--- src/frp_pkg.sv ---
// Constants and types shared by the flash read-protection level block
package frp_pkg;

  // Protection byte patterns
  localparam logic [7:0] OPEN_BYTE = 8'ha5;
  localparam logic [7:0] OPEN_COMPL = 8'h5a;
  localparam logic [7:0] TWO_BYTE = 8'hcc;
  localparam logic [7:0] TWO_COMPL = 8'h33;
  localparam logic [7:0] ERASED_BYTE = 8'hff;

  // Option unlock keys, first then second
  localparam logic [31:0] KEY_FIRST = 32'h45670123;
  localparam logic [31:0] KEY_SECOND = 32'hcdef89ab;

  // Register byte offsets
  localparam logic [7:0] ADDR_KEY = 8'h00;
  localparam logic [7:0] ADDR_CTRL = 8'h04;
  localparam logic [7:0] ADDR_OPTPROG = 8'h08;
  localparam logic [7:0] ADDR_STATUS = 8'h0c;

  // Field positions
  localparam int CTRL_OPT_EN_BIT = 0;
  localparam int CTRL_OPT_ERASE_BIT = 1;
  localparam int PROG_ONE_LSB = 0;
  localparam int PROG_TWO_LSB = 16;
  localparam int ST_UNLOCKED_BIT = 2;
  localparam int ST_KEY_DEAD_BIT = 3;
  localparam int ST_PROT_ERR_BIT = 4;
  localparam int ST_AUTO_BUSY_BIT = 5;
  localparam int ST_DECODED_BIT = 6;

  // Page pair that level one protects on its own (pages 0 and 1)
  localparam logic [4:0] AUTO_WP_PAIR = 5'h00;
  localparam logic [3:0] FULL_STRB = 4'hf;

  typedef enum logic [1:0] {OPEN_LEVEL, LEVEL_ONE, LEVEL_TWO} frp_level_type;
  typedef enum logic [1:0] {MST_CPU, MST_DMA, MST_DEBUG} frp_master_type;
  typedef enum logic [1:0] {OP_READ, OP_PROGRAM, OP_PAGE_ERASE, OP_MASS_ERASE} frp_op_type;
  typedef enum logic [1:0] {RG_MAIN, RG_OPTION, RG_SYSTEM, RG_SRAM} frp_region_type;
  typedef enum logic [1:0] {BOOT_MAIN, BOOT_SYSTEM, BOOT_SRAM} frp_boot_type;

  // Values after reset
  localparam frp_level_type RESET_LEVEL = LEVEL_ONE;
  localparam logic [31:0] RESET_WORD = 32'h00000000;

  typedef struct packed {
    logic [7:0] level_two_protect_complement;
    logic [7:0] level_two_protect_byte;
    logic [7:0] level_one_protect_complement;
    logic [7:0] level_one_protect_byte;
  } frp_opt_type;

  typedef struct packed {
    logic valid;
    frp_master_type master;
    frp_op_type op;
    frp_region_type region;
    logic [5:0] page;
  } frp_access_type;

  typedef struct packed {
    logic grant;
    logic refuse;
  } frp_resp_type;

endpackage

--- src/frp_flash_read_protect.sv ---
// Flash read-protection level decode, access gating and level change control
//
// Overview of operation
// - Open level only for A5/5A level-one pair and no level-two pattern.
// - Level-two byte CC with complement 33 decodes level two, whatever level-one holds.
// - Every other combination, erased FF included, decodes as level one.
// - At open level any master reads main flash and option area freely.
// - At open level page program and erase follow only page write protection.
// - At level one main reads only from main-flash boot without debugger.
// - At level one pages 0 and 1 are always write-protected.
// - At level one main-flash code may program and erase unprotected pages.
// - At level one debug or SRAM boot refuses page program/erase, not mass erase.
// - At level one debug may still load and run code in SRAM.
// - Back to open: unlock, erase option area, write A5; device mass-erases, rewrites A5.
// - Erasing option area alone never starts the automatic mass erase.
// - New protection value only takes effect after reset reloads option bytes.
// - At level one code booted from SRAM, DMA included, cannot read, program or page-erase main flash.
// - At level one debug cannot read, program or page-erase main flash.
// - Level two bars SRAM boot, debug, option writes and any level change.
// - From open level a change to level one or two is accepted.
// - From level one a change to open or two is accepted; open mass-erases only after an option erase.
// - Mass erase of main flash is accepted whenever the access path is enabled.
// - System memory only from system-memory boot, never from other boots or debug.
//
// Implementation choices: the APB interface to the registers and the placing of the registers.
`timescale 1ns/1ps
module frp_flash_read_protect (
  // Clock and reset
  input logic pclk,
  input logic presetn,
  // APB slave
  input logic [7:0] paddr,
  input logic psel,
  input logic penable,
  input logic pwrite,
  input logic [31:0] pwdata,
  input logic [3:0] pstrb,
  output logic pready,
  output logic [31:0] prdata,
  output logic pslverr,
  // Option image from flash, boot source and debug state
  input frp_pkg::frp_opt_type opt_image,
  input frp_pkg::frp_boot_type boot_src,
  input logic debug_attached,
  input logic [31:0] page_wp,
  // Access check for bus masters
  input frp_pkg::frp_access_type acc_req,
  output frp_pkg::frp_resp_type acc_resp,
  // Flash program/erase controller
  output logic opt_erase_req,
  output logic opt_prog_req,
  output frp_pkg::frp_opt_type opt_prog_data,
  output logic mass_erase_req,
  input logic mass_erase_done,
  // Decoded level
  output frp_pkg::frp_level_type level
);

  typedef enum logic [1:0] {KEY_LOCKED, KEY_HALF, KEY_OPEN, KEY_DEAD} frp_key_state_type;
  typedef enum logic {AE_IDLE, AE_ERASE} frp_ae_state_type;

  frp_pkg::frp_opt_type opt_cap;
  frp_pkg::frp_opt_type new_image;
  frp_key_state_type key_state;
  frp_ae_state_type ae_state;
  logic loaded;
  logic decoded;
  logic erased_seen;
  logic prot_err;
  logic permit;
  logic dbg;
  logic wp_hit;
  logic two_blocked;
  logic opt_ok;
  logic err;
  logic [31:0] rdata;
  logic cap_two;

  // Level decode of one option image
  function automatic frp_pkg::frp_level_type decode_level(input frp_pkg::frp_opt_type o);
    logic two;
    logic open;
    two = (o.level_two_protect_byte == frp_pkg::TWO_BYTE) &&
          (o.level_two_protect_complement == frp_pkg::TWO_COMPL);
    open = (o.level_one_protect_byte == frp_pkg::OPEN_BYTE) &&
           (o.level_one_protect_complement == frp_pkg::OPEN_COMPL) && !two;
    if (two) begin
      decode_level = frp_pkg::LEVEL_TWO;
    end else if (open) begin
      decode_level = frp_pkg::OPEN_LEVEL;
    end else begin
      decode_level = frp_pkg::LEVEL_ONE;
    end
  endfunction

  // Catch the option image once, the first edge after reset release
  always_ff @(posedge pclk or negedge presetn) begin
    if (!presetn) begin
      loaded <= 1'b0;
      opt_cap <= frp_pkg::RESET_WORD;
    end else if (!loaded) begin
      opt_cap <= opt_image;
      loaded <= 1'b1;
    end
  end

  // Level is decoded once per reset; later option writes wait for the next reload
  always_ff @(posedge pclk or negedge presetn) begin
    if (!presetn) begin
      level <= frp_pkg::RESET_LEVEL;
      decoded <= 1'b0;
    end else if (loaded && !decoded) begin
      level <= decode_level(opt_cap);
      decoded <= 1'b1;
    end
  end

  assign cap_two = (opt_cap.level_two_protect_byte == frp_pkg::TWO_BYTE) &&
                   (opt_cap.level_two_protect_complement == frp_pkg::TWO_COMPL);

  // Access permission; until decode ends the level reads as level one, the safe side
  always_comb begin
    dbg = debug_attached || (acc_req.master == frp_pkg::MST_DEBUG);
    two_blocked = (level == frp_pkg::LEVEL_TWO) && (dbg || boot_src == frp_pkg::BOOT_SRAM);
    wp_hit = page_wp[acc_req.page[5:1]] ||
             ((level != frp_pkg::OPEN_LEVEL) && (acc_req.page[5:1] == frp_pkg::AUTO_WP_PAIR));
    permit = 1'b0;
    case (acc_req.region)
      frp_pkg::RG_MAIN: begin
        case (acc_req.op)
          frp_pkg::OP_READ: begin
            // Open reads freely; otherwise only main-boot code, no debug, no SRAM boot
            permit = (level == frp_pkg::OPEN_LEVEL) ||
                     (boot_src == frp_pkg::BOOT_MAIN && !dbg);
          end
          frp_pkg::OP_PROGRAM, frp_pkg::OP_PAGE_ERASE: begin
            permit = !wp_hit && ((level == frp_pkg::OPEN_LEVEL) ||
                     !(dbg || boot_src == frp_pkg::BOOT_SRAM));
          end
          frp_pkg::OP_MASS_ERASE: begin
            permit = 1'b1;
          end
          default: begin
            permit = 1'b0;
          end
        endcase
        // Main array is off limits while the automatic erase runs
        if (ae_state != AE_IDLE) begin
          permit = 1'b0;
        end
      end
      frp_pkg::RG_OPTION: begin
        if (acc_req.op == frp_pkg::OP_READ) begin
          permit = 1'b1;
        end else begin
          permit = (acc_req.op != frp_pkg::OP_MASS_ERASE) && (level != frp_pkg::LEVEL_TWO);
        end
      end
      frp_pkg::RG_SYSTEM: begin
        permit = (boot_src == frp_pkg::BOOT_SYSTEM) && !dbg &&
                 (acc_req.op != frp_pkg::OP_MASS_ERASE);
      end
      frp_pkg::RG_SRAM: begin
        permit = 1'b1;
      end
      default: begin
        permit = 1'b0;
      end
    endcase
    if (two_blocked) begin
      permit = 1'b0;
    end
  end

  // Registered answer, one cycle after the request
  always_ff @(posedge pclk or negedge presetn) begin
    if (!presetn) begin
      acc_resp <= '0;
    end else begin
      acc_resp.grant <= acc_req.valid && decoded && permit;
      acc_resp.refuse <= acc_req.valid && !(decoded && permit);
    end
  end

  // New option image from a program write; complements made by hardware
  always_comb begin
    new_image.level_one_protect_byte = pwdata[frp_pkg::PROG_ONE_LSB +: 8];
    new_image.level_one_protect_complement = ~pwdata[frp_pkg::PROG_ONE_LSB +: 8];
    new_image.level_two_protect_byte = pwdata[frp_pkg::PROG_TWO_LSB +: 8];
    new_image.level_two_protect_complement = ~pwdata[frp_pkg::PROG_TWO_LSB +: 8];
  end

  // Option area writable only after unlock, never at level two
  assign opt_ok = (key_state == KEY_OPEN) && (level != frp_pkg::LEVEL_TWO) &&
                  (ae_state == AE_IDLE) && decoded;

  // Error decode in the first access cycle
  always_comb begin
    err = 1'b0;
    case (paddr)
      frp_pkg::ADDR_KEY: begin
        if (pwrite) begin
          err = (pstrb != frp_pkg::FULL_STRB) || (key_state == KEY_DEAD) ||
                (key_state == KEY_LOCKED && pwdata != frp_pkg::KEY_FIRST) ||
                (key_state == KEY_HALF && pwdata != frp_pkg::KEY_SECOND);
        end
      end
      frp_pkg::ADDR_CTRL: begin
        err = pwrite && pwdata[frp_pkg::CTRL_OPT_ERASE_BIT] && !opt_ok;
      end
      frp_pkg::ADDR_OPTPROG: begin
        err = pwrite && !opt_ok;
      end
      frp_pkg::ADDR_STATUS: begin
        err = 1'b0;
      end
      default: begin
        err = 1'b1;
      end
    endcase
  end

  // Read mux
  always_comb begin
    rdata = frp_pkg::RESET_WORD;
    case (paddr)
      frp_pkg::ADDR_CTRL: begin
        rdata[frp_pkg::CTRL_OPT_EN_BIT] = (key_state == KEY_OPEN);
      end
      frp_pkg::ADDR_OPTPROG: begin
        rdata = opt_cap;
      end
      frp_pkg::ADDR_STATUS: begin
        rdata[1:0] = level;
        rdata[frp_pkg::ST_UNLOCKED_BIT] = (key_state == KEY_OPEN);
        rdata[frp_pkg::ST_KEY_DEAD_BIT] = (key_state == KEY_DEAD);
        rdata[frp_pkg::ST_PROT_ERR_BIT] = prot_err;
        rdata[frp_pkg::ST_AUTO_BUSY_BIT] = (ae_state != AE_IDLE);
        rdata[frp_pkg::ST_DECODED_BIT] = decoded;
      end
      default: begin
        rdata = frp_pkg::RESET_WORD;
      end
    endcase
  end

  // APB answer: one wait state, so every output comes from a flop
  always_ff @(posedge pclk or negedge presetn) begin
    if (!presetn) begin
      pready <= 1'b0;
      pslverr <= 1'b0;
      prdata <= frp_pkg::RESET_WORD;
    end else begin
      pready <= psel && penable && !pready;
      pslverr <= psel && penable && !pready && err;
      prdata <= (psel && penable && !pready && !pwrite) ? rdata : frp_pkg::RESET_WORD;
    end
  end

  logic fire;
  logic wr_ok;
  assign fire = psel && penable && pready && pwrite;
  assign wr_ok = fire && !pslverr;

  // Unlock sequence; a bad key or order stays dead until reset
  always_ff @(posedge pclk or negedge presetn) begin
    if (!presetn) begin
      key_state <= KEY_LOCKED;
    end else if (fire && paddr == frp_pkg::ADDR_KEY) begin
      case (key_state)
        KEY_LOCKED: key_state <= pslverr ? KEY_DEAD : KEY_HALF;
        KEY_HALF: key_state <= pslverr ? KEY_DEAD : KEY_OPEN;
        KEY_OPEN: key_state <= KEY_OPEN;
        KEY_DEAD: key_state <= KEY_DEAD;
        default: key_state <= KEY_DEAD;
      endcase
    end else if (wr_ok && paddr == frp_pkg::ADDR_CTRL && !pwdata[frp_pkg::CTRL_OPT_EN_BIT] &&
                 key_state == KEY_OPEN) begin
      key_state <= KEY_LOCKED;
    end
  end

  // Option erase, option program and the automatic mass erase
  always_ff @(posedge pclk or negedge presetn) begin
    if (!presetn) begin
      opt_erase_req <= 1'b0;
      opt_prog_req <= 1'b0;
      mass_erase_req <= 1'b0;
      opt_prog_data <= frp_pkg::RESET_WORD;
      erased_seen <= 1'b0;
      ae_state <= AE_IDLE;
    end else begin
      opt_erase_req <= 1'b0;
      opt_prog_req <= 1'b0;
      mass_erase_req <= 1'b0;
      case (ae_state)
        AE_IDLE: begin
          if (wr_ok && paddr == frp_pkg::ADDR_CTRL && pwdata[frp_pkg::CTRL_OPT_ERASE_BIT]) begin
            // Erase alone leaves FF, still level one, so no array erase here
            opt_erase_req <= 1'b1;
            erased_seen <= 1'b1;
          end else if (wr_ok && paddr == frp_pkg::ADDR_OPTPROG) begin
            opt_prog_data <= new_image;
            if (level == frp_pkg::LEVEL_ONE && erased_seen &&
                decode_level(new_image) == frp_pkg::OPEN_LEVEL) begin
              mass_erase_req <= 1'b1;
              ae_state <= AE_ERASE;
            end else begin
              opt_prog_req <= 1'b1;
            end
          end
        end
        AE_ERASE: begin
          // Array gone: now store the open pattern held in opt_prog_data
          if (mass_erase_done) begin
            opt_prog_req <= 1'b1;
            ae_state <= AE_IDLE;
          end
        end
        default: begin
          ae_state <= AE_IDLE;
        end
      endcase
    end
  end

  // Sticky protection error; a new event beats a clear in the same cycle
  always_ff @(posedge pclk or negedge presetn) begin
    if (!presetn) begin
      prot_err <= 1'b0;
    end else if (acc_resp.refuse || (pslverr && pready)) begin
      prot_err <= 1'b1;
    end else if (wr_ok && paddr == frp_pkg::ADDR_STATUS && pwdata[frp_pkg::ST_PROT_ERR_BIT]) begin
      prot_err <= 1'b0;
    end
  end
endmodule

--- config.mk ---
export PLATFORM = sky130hd
export DESIGN_NAME = frp_flash_read_protect
export DESIGN_NICKNAME = d
export VERILOG_FILES = /design/src/frp_pkg.sv /design/src/frp_flash_read_protect.sv
export SDC_FILE = /design/constraint.sdc
export NUM_CORES = 1
export LEC_CHECK = 0
export BUFFER_PORTS_ARGS = -buffer_cell sky130_fd_sc_hd__buf_2
export CAP_MARGIN = 10
export CORE_MARGIN = 2
export CORE_UTILIZATION = 54
export CTS_BUF_LIST = sky130_fd_sc_hd__clkbuf_8
export DETAILED_ROUTE_END_ITERATION = 6
export PLACE_DENSITY = 0.85
export RECOVER_POWER = 100
export SYNTH_ARGS = -nofsm -noshare
export SYNTH_HDL_FRONTEND = slang
export SYNTH_SLANG_ARGS = --single-unit
export TNS_END_PERCENT = 100
--- constraint.sdc ---
create_clock -name pclk -period 2.6 [get_ports pclk]
set_clock_uncertainty 0.05 [all_clocks]
set_input_delay 0.26 -clock pclk [delete_from_list [all_inputs] [get_ports pclk]]
set_output_delay 0.26 -clock pclk [all_outputs]
set_load 0.05 [all_outputs]
**After elaboration in Yosys (flattened, before gate mapping)**

Cells that the tools add are included.

- Register bits after elaboration: 112
- Bits in latches: 0
- Bits in writable memories: 0
- ROM bits: 0
- Bits of input ports: 130
- Output and inout bits: 73
- Word-level logic and storage cells: 177
- Memories kept: 0

- Add/subtract/negate cells: 0
- Multipliers: 0
- Div/mod/pow operators: 0
- Order comparisons: 1
- Equality and inequality tests: 30
- Shift operators: 0
- Mux-type cells: 40
- Bitwise gates (word level): 4
- Reductions and logical operators: 79

Operator list:

| operator | number |
|---|---|
| logical AND 1 bit | 44 |
| equality test 8 bit, second input constant | 4 |
| 2-to-1 mux 32 bit | 1 |
| != test 32 x 31 -> 1 bit, second input constant | 1 |
| != test 32 bit, second input constant | 1 |
| 2-to-1 mux 25 bit | 1 |
| 2-to-1 mux 1 bit | 21 |
| equality test 2 bit, second input constant | 9 |
| equality test 8 x 4 -> 1 bit, second input constant | 2 |
| equality test 8 x 6 -> 1 bit, second input constant | 2 |
| equality test 8 x 7 -> 1 bit, second input constant | 2 |
| 2-to-1 mux 2 bit | 8 |
| NOT 8 bit | 2 |
| logical NOT 1 bit | 12 |
| logical NOT 2 bit | 6 |
| case mux 6 bit (2 select lines) | 1 |
| equality test 2 x 1 -> 1 bit, second input constant | 5 |
| logical OR 1 bit | 9 |
| equality test 8 x 3 -> 1 bit, second input constant | 1 |
| logical NOT 8 bit | 1 |
| case mux 1 bit (4 select lines) | 2 |
| case mux 2 bit (4 select lines) | 1 |
| less-than comparator 5 x 6 -> 1 bit, second input constant | 1 |
| case mux 1 bit (3 select lines) | 2 |
| 10 further kinds | 15 |

**Longest topological paths before layout**

- Word-level depth: 16
- Depth in mapped cells: 7
- Gate-level depth less buffers: 7

**Least setup slack after synthesis**

Ideal clock, no wire load.

- Kind: register to register
- Start: reg pready
- End: reg opt_prog_data[16] in the netlist's numbering
- Library setup time: 125 ps
- Arrival time: 1963 ps
- Data required time: 2425 ps
- Setup slack: 462 ps
- Stages on the path, launching flop included: 7
- Path buffers: 2
- Clock period less this slack: 2138 ps
- Cells stage by stage: dfrtp_1 and4_1 nand4b_1 or3_1 buf_2 buf_6 mux2_4

- Word-level cells in the longest chain between the ends: 7
- Elaborated cells between the ends (all ways): 8
- Those cells by class: bitwise (1); reduce/logical (7)

RTL lines:

| element | line | text |
|---|---|---|
| start, declared | frp_flash_read_protect.sv:38 | `output logic pready,` |
| start signal, assigned | frp_flash_read_protect.sv:254 | `pready <= psel && penable && !pready;` |
| logical AND 1 bit (*) (2 in a row) | frp_flash_read_protect.sv:262 | `assign fire = psel && penable && pready && pwrite;` |
| logical AND 1 bit (*) | frp_flash_read_protect.sv:263 | `assign wr_ok = fire && !pslverr;` |
| logical AND 1 bit (2 in a row) | frp_flash_read_protect.sv:298 | `if (wr_ok && paddr == frp_pkg::ADDR_CTRL && pwdata[frp_pkg::CTRL_OPT_ERASE_BIT]) begin` |
| NOT 1 bit (no source line) | - |  |
| AND reduction 3 bit (no source line) (*) | - |  |
| end signal, assigned | frp_flash_read_protect.sv:289 | `opt_prog_data <= frp_pkg::RESET_WORD;` |
| end signal, assigned | frp_flash_read_protect.sv:303 | `opt_prog_data <= new_image;` |
| end, declared | frp_flash_read_protect.sv:52 | `output frp_pkg::frp_opt_type opt_prog_data,` |

Every way passes the cells marked *; elsewhere a longest branch is shown, timed or not.
A chain may end at the register's enable or synchronous reset.

**Worst setup path after layout**

- Start: reg pready
- End: reg opt_prog_data[6] in the netlist's numbering

The elaborated chain is that of the path after synthesis.

==> results.toml <==
[run_status]
status = "complete, no violations"

[yosys]
synth.avg_cell_area_um2 = 12.6
syn_nets = 523
synthDistinctLibCells = 52
ys.flop_type = "dfrtp_1"
synth_seq_cells = 112
synth-edff-count = 0
netlist_instances = 391
ys_seq_area_share_pct = 57.0
yosys_warnings = 0
synthArstFlopShare_pct = 100
synth_area_um2 = 4920

[route]
antenna_left = 0
wl_per_cell_um = 16.8
route.vias.total = 3858
drtPass1Iterations = 5
viasPerCell = 5.46
first_iter_violations = 126
drc = 0
drt-total-wl_mm = 11.8

[floorplanning]
initial_utilization_pct = 56.1
pin_count = 203
dieHeight_um = 99.4
die_area_um2 = 9890
chipWidth_um = 99.4
coreArea_um2 = 8760
rows = 34

[setup_path]
r2r_end = "opt_prog_data[6]"
required_ns = 2.80
arrival_ns = 2.37
crit_fanout = 42
r2r-start = "pready"
timing.reg2reg.setup_slack_ns = 0.44
start_kind = "register"
end_kind = "register"
reg2regPathDepth = 5
crit_type = "register to register"

[hold_path]
worstHoldStart = "mass_erase_done"
hold_depth = 2
hold_class = "input port to register"
min_to = "ae_state"

[clock_tree]
cts_tree = "built"
clock-root-buffer = "clkbuf_8"
cts_htree_levels = 3
post_cts_resized = 0
path_clk_slew_ns = 0.11
ctsLongestPathBuffers = 2
clock_sinks = 112
cts_setup_buffers = 0
clock_latency_ns = 0.37
cts_hold_buf = 1
numCtsBuffers = 9

[power_and_ir_drop]
peakVddDrop_mv = 0.375
p_leak_nw = 2.91
p_per_area_nw_per_um2 = 528
power_mw = 3.22

[timing]
worst_pin_slew_ns = 1.21
rsz0062_at_grt = "no"
slew-limit-headroom_pct = 19.2
setup_viol = 0
min_period_over_period_pct = 83.3
fin_ws_ns = 0.435
period_minus_slack_ns = 2.16
final_max_slew_viol_count = 0
hold_viol_final = 0
fmax_mhz = 462
whs_ns = 0.0273
tns_ns = 0

[final_layout]
final_cells = 706
area_growth_pct = 23.9
num_antenna_cells = 0
final_nets = 725
layout-drive-gt1-share_pct = 32.4

[grt]
grt_overflow = 0
antenna_found_initial = 0
grt_pass1_wl_mm = 18.8
grt_start_max_net_pins = 65
grt_pass1_vias = 3851
grt_use_total_pct = 24.2

[job]
cap_violations = 0

[place]
dp.final_hpwl_mm = 9.24
io_buffers = 201
place_congestion = 0.971
dpl_worst_slack_ns = 0.308
post-place-cells = 689
registers in the layout (all words and copies together), names as in the netlist, 2 cells and up:
| register | cells |
|---|---|
| acc_resp | 2 |
| opt_cap | 32 |
| opt_prog_data | 32 |
| prdata | 32 |
| level | 2 |
| key_state | 2 |
cells in the mapped netlist (4+ instances only):
| cell | n | area share [%] |
|---|---|---|
| o21ai_0 | 23 | 2.3 |
| dfrtp_1 | 111 | 56 |
| mux2i_1 | 13 | 2.6 |
| a21oi_1 | 5 | 0.51 |
| clkbuf_1 | 11 | 0.84 |
| and2_1 | 25 | 3.2 |
| nor2_1 | 16 | 1.2 |
| mux2_4 | 15 | 4.6 |
| mux4_2 | 5 | 2.3 |
| nand2b_1 | 6 | 0.76 |
| nor3_1 | 5 | 0.51 |
| nand3b_1 | 4 | 0.61 |
| nand2_1 | 28 | 2.1 |
| nand4b_1 | 5 | 0.89 |
| nand3_1 | 8 | 0.81 |
| mux2_2 | 36 | 8.2 |
| nor4b_1 | 4 | 0.71 |
| nand4_1 | 8 | 1.0 |
| nor2b_1 | 6 | 0.76 |
| inv_1 | 8 | 0.61 |
critical path: stages (launching register included):
cell and delay (ns):
dfrtp_1 0.40, and4_1 0.23, nand4b_1 0.19, or3_2 0.60, buf_12 0.23, mux2_1 0.33
where the power goes:
part	switching, mW	internal, mW	leakage, nW
clock	0.629	0.377	0.101
combinational	0.184	0.180	1.34
sequential	0.0495	1.80	1.46
cell usage in the layout, fill, tap and decap left out, types with 3 or more instances in the layout:
master and instances:
o22ai_1 3, o21ai_0 23, dfrtp_1 111, nor3_1 5
mux2i_1 13, nor4bb_1 3, mux4_2 5, nor2_1 16
nand2b_1 6, nand4_1 8, nor2b_1 6, and2_1 11
clkbuf_1 77, buf_2 126, mux2_2 36, clkbuf_8 9
nand3b_1 4, nor4b_1 4, nand3_1 8, inv_1 8
mux2_1 15, nand2_1 28, nand4b_1 5, a21oi_1 5
and2_0 14, nor4_1 3
worst max path at each step:
stage,startpoint,end,slack [ns]
2_1_floorplan,pready,opt_prog_data[16],0.46
3_3_place_gp,paddr[5],opt_prog_data[16],0.32
3_5_place_dp,paddr[5],opt_prog_data[6],0.31
4_1_cts,pready,opt_prog_data[6],0.47
5_1_grt,pready,opt_prog_data[6],0.33
6_report,pready,opt_prog_data[6],0.44
routing by layer:
metal / global-route usage, % / up-vias / wire (um)
met2: 42.3 / 153 / 6060
met3: 4.78 / 17 / 737
met5: 0 / - / 0
met1: 30.8 / 1878 / 4840
met4: 7.06 / 0 / 206
li1: - / 1810 / -
cells by family (layout without fill, tap and decap cells):
family                   Yosys count  count (layout)  synth area share (%)
multiplexers                      69              69                  17.8
buffers and inverters             24             231                  2.34
flip-flops                       112             112                  57.0
AO/OA/AOI/OAI                     46              46                  5.85
adder cells (fa/ha/maj)            2               2                 0.509
AND/OR/NAND/NOR                  137             137                  16.5
other                              1               1                0.0762
area by class of cell:
cell class | count | area, um^2
flip-flops and latches | 112 | 2800
well taps | 108 | 135
clock buffers | 9 | 124
clock inverters | 7 | 75.1
fillers | 732 | 2670
multi-input cells | 255 | 1950
inverters | 8 | 30.0
repair buffers | 207 | 975
through the flow:
step,instance area [um^2],utilization (%)
2_1_floorplan,4920,-
3_3_place_gp,6050,69.0
3_5_place_dp,6050,69.0
4_1_cts,6260,71.4
5_1_grt,6100,69.6
6_report,6100,69.6
Power figures use the tool's default switching activity.
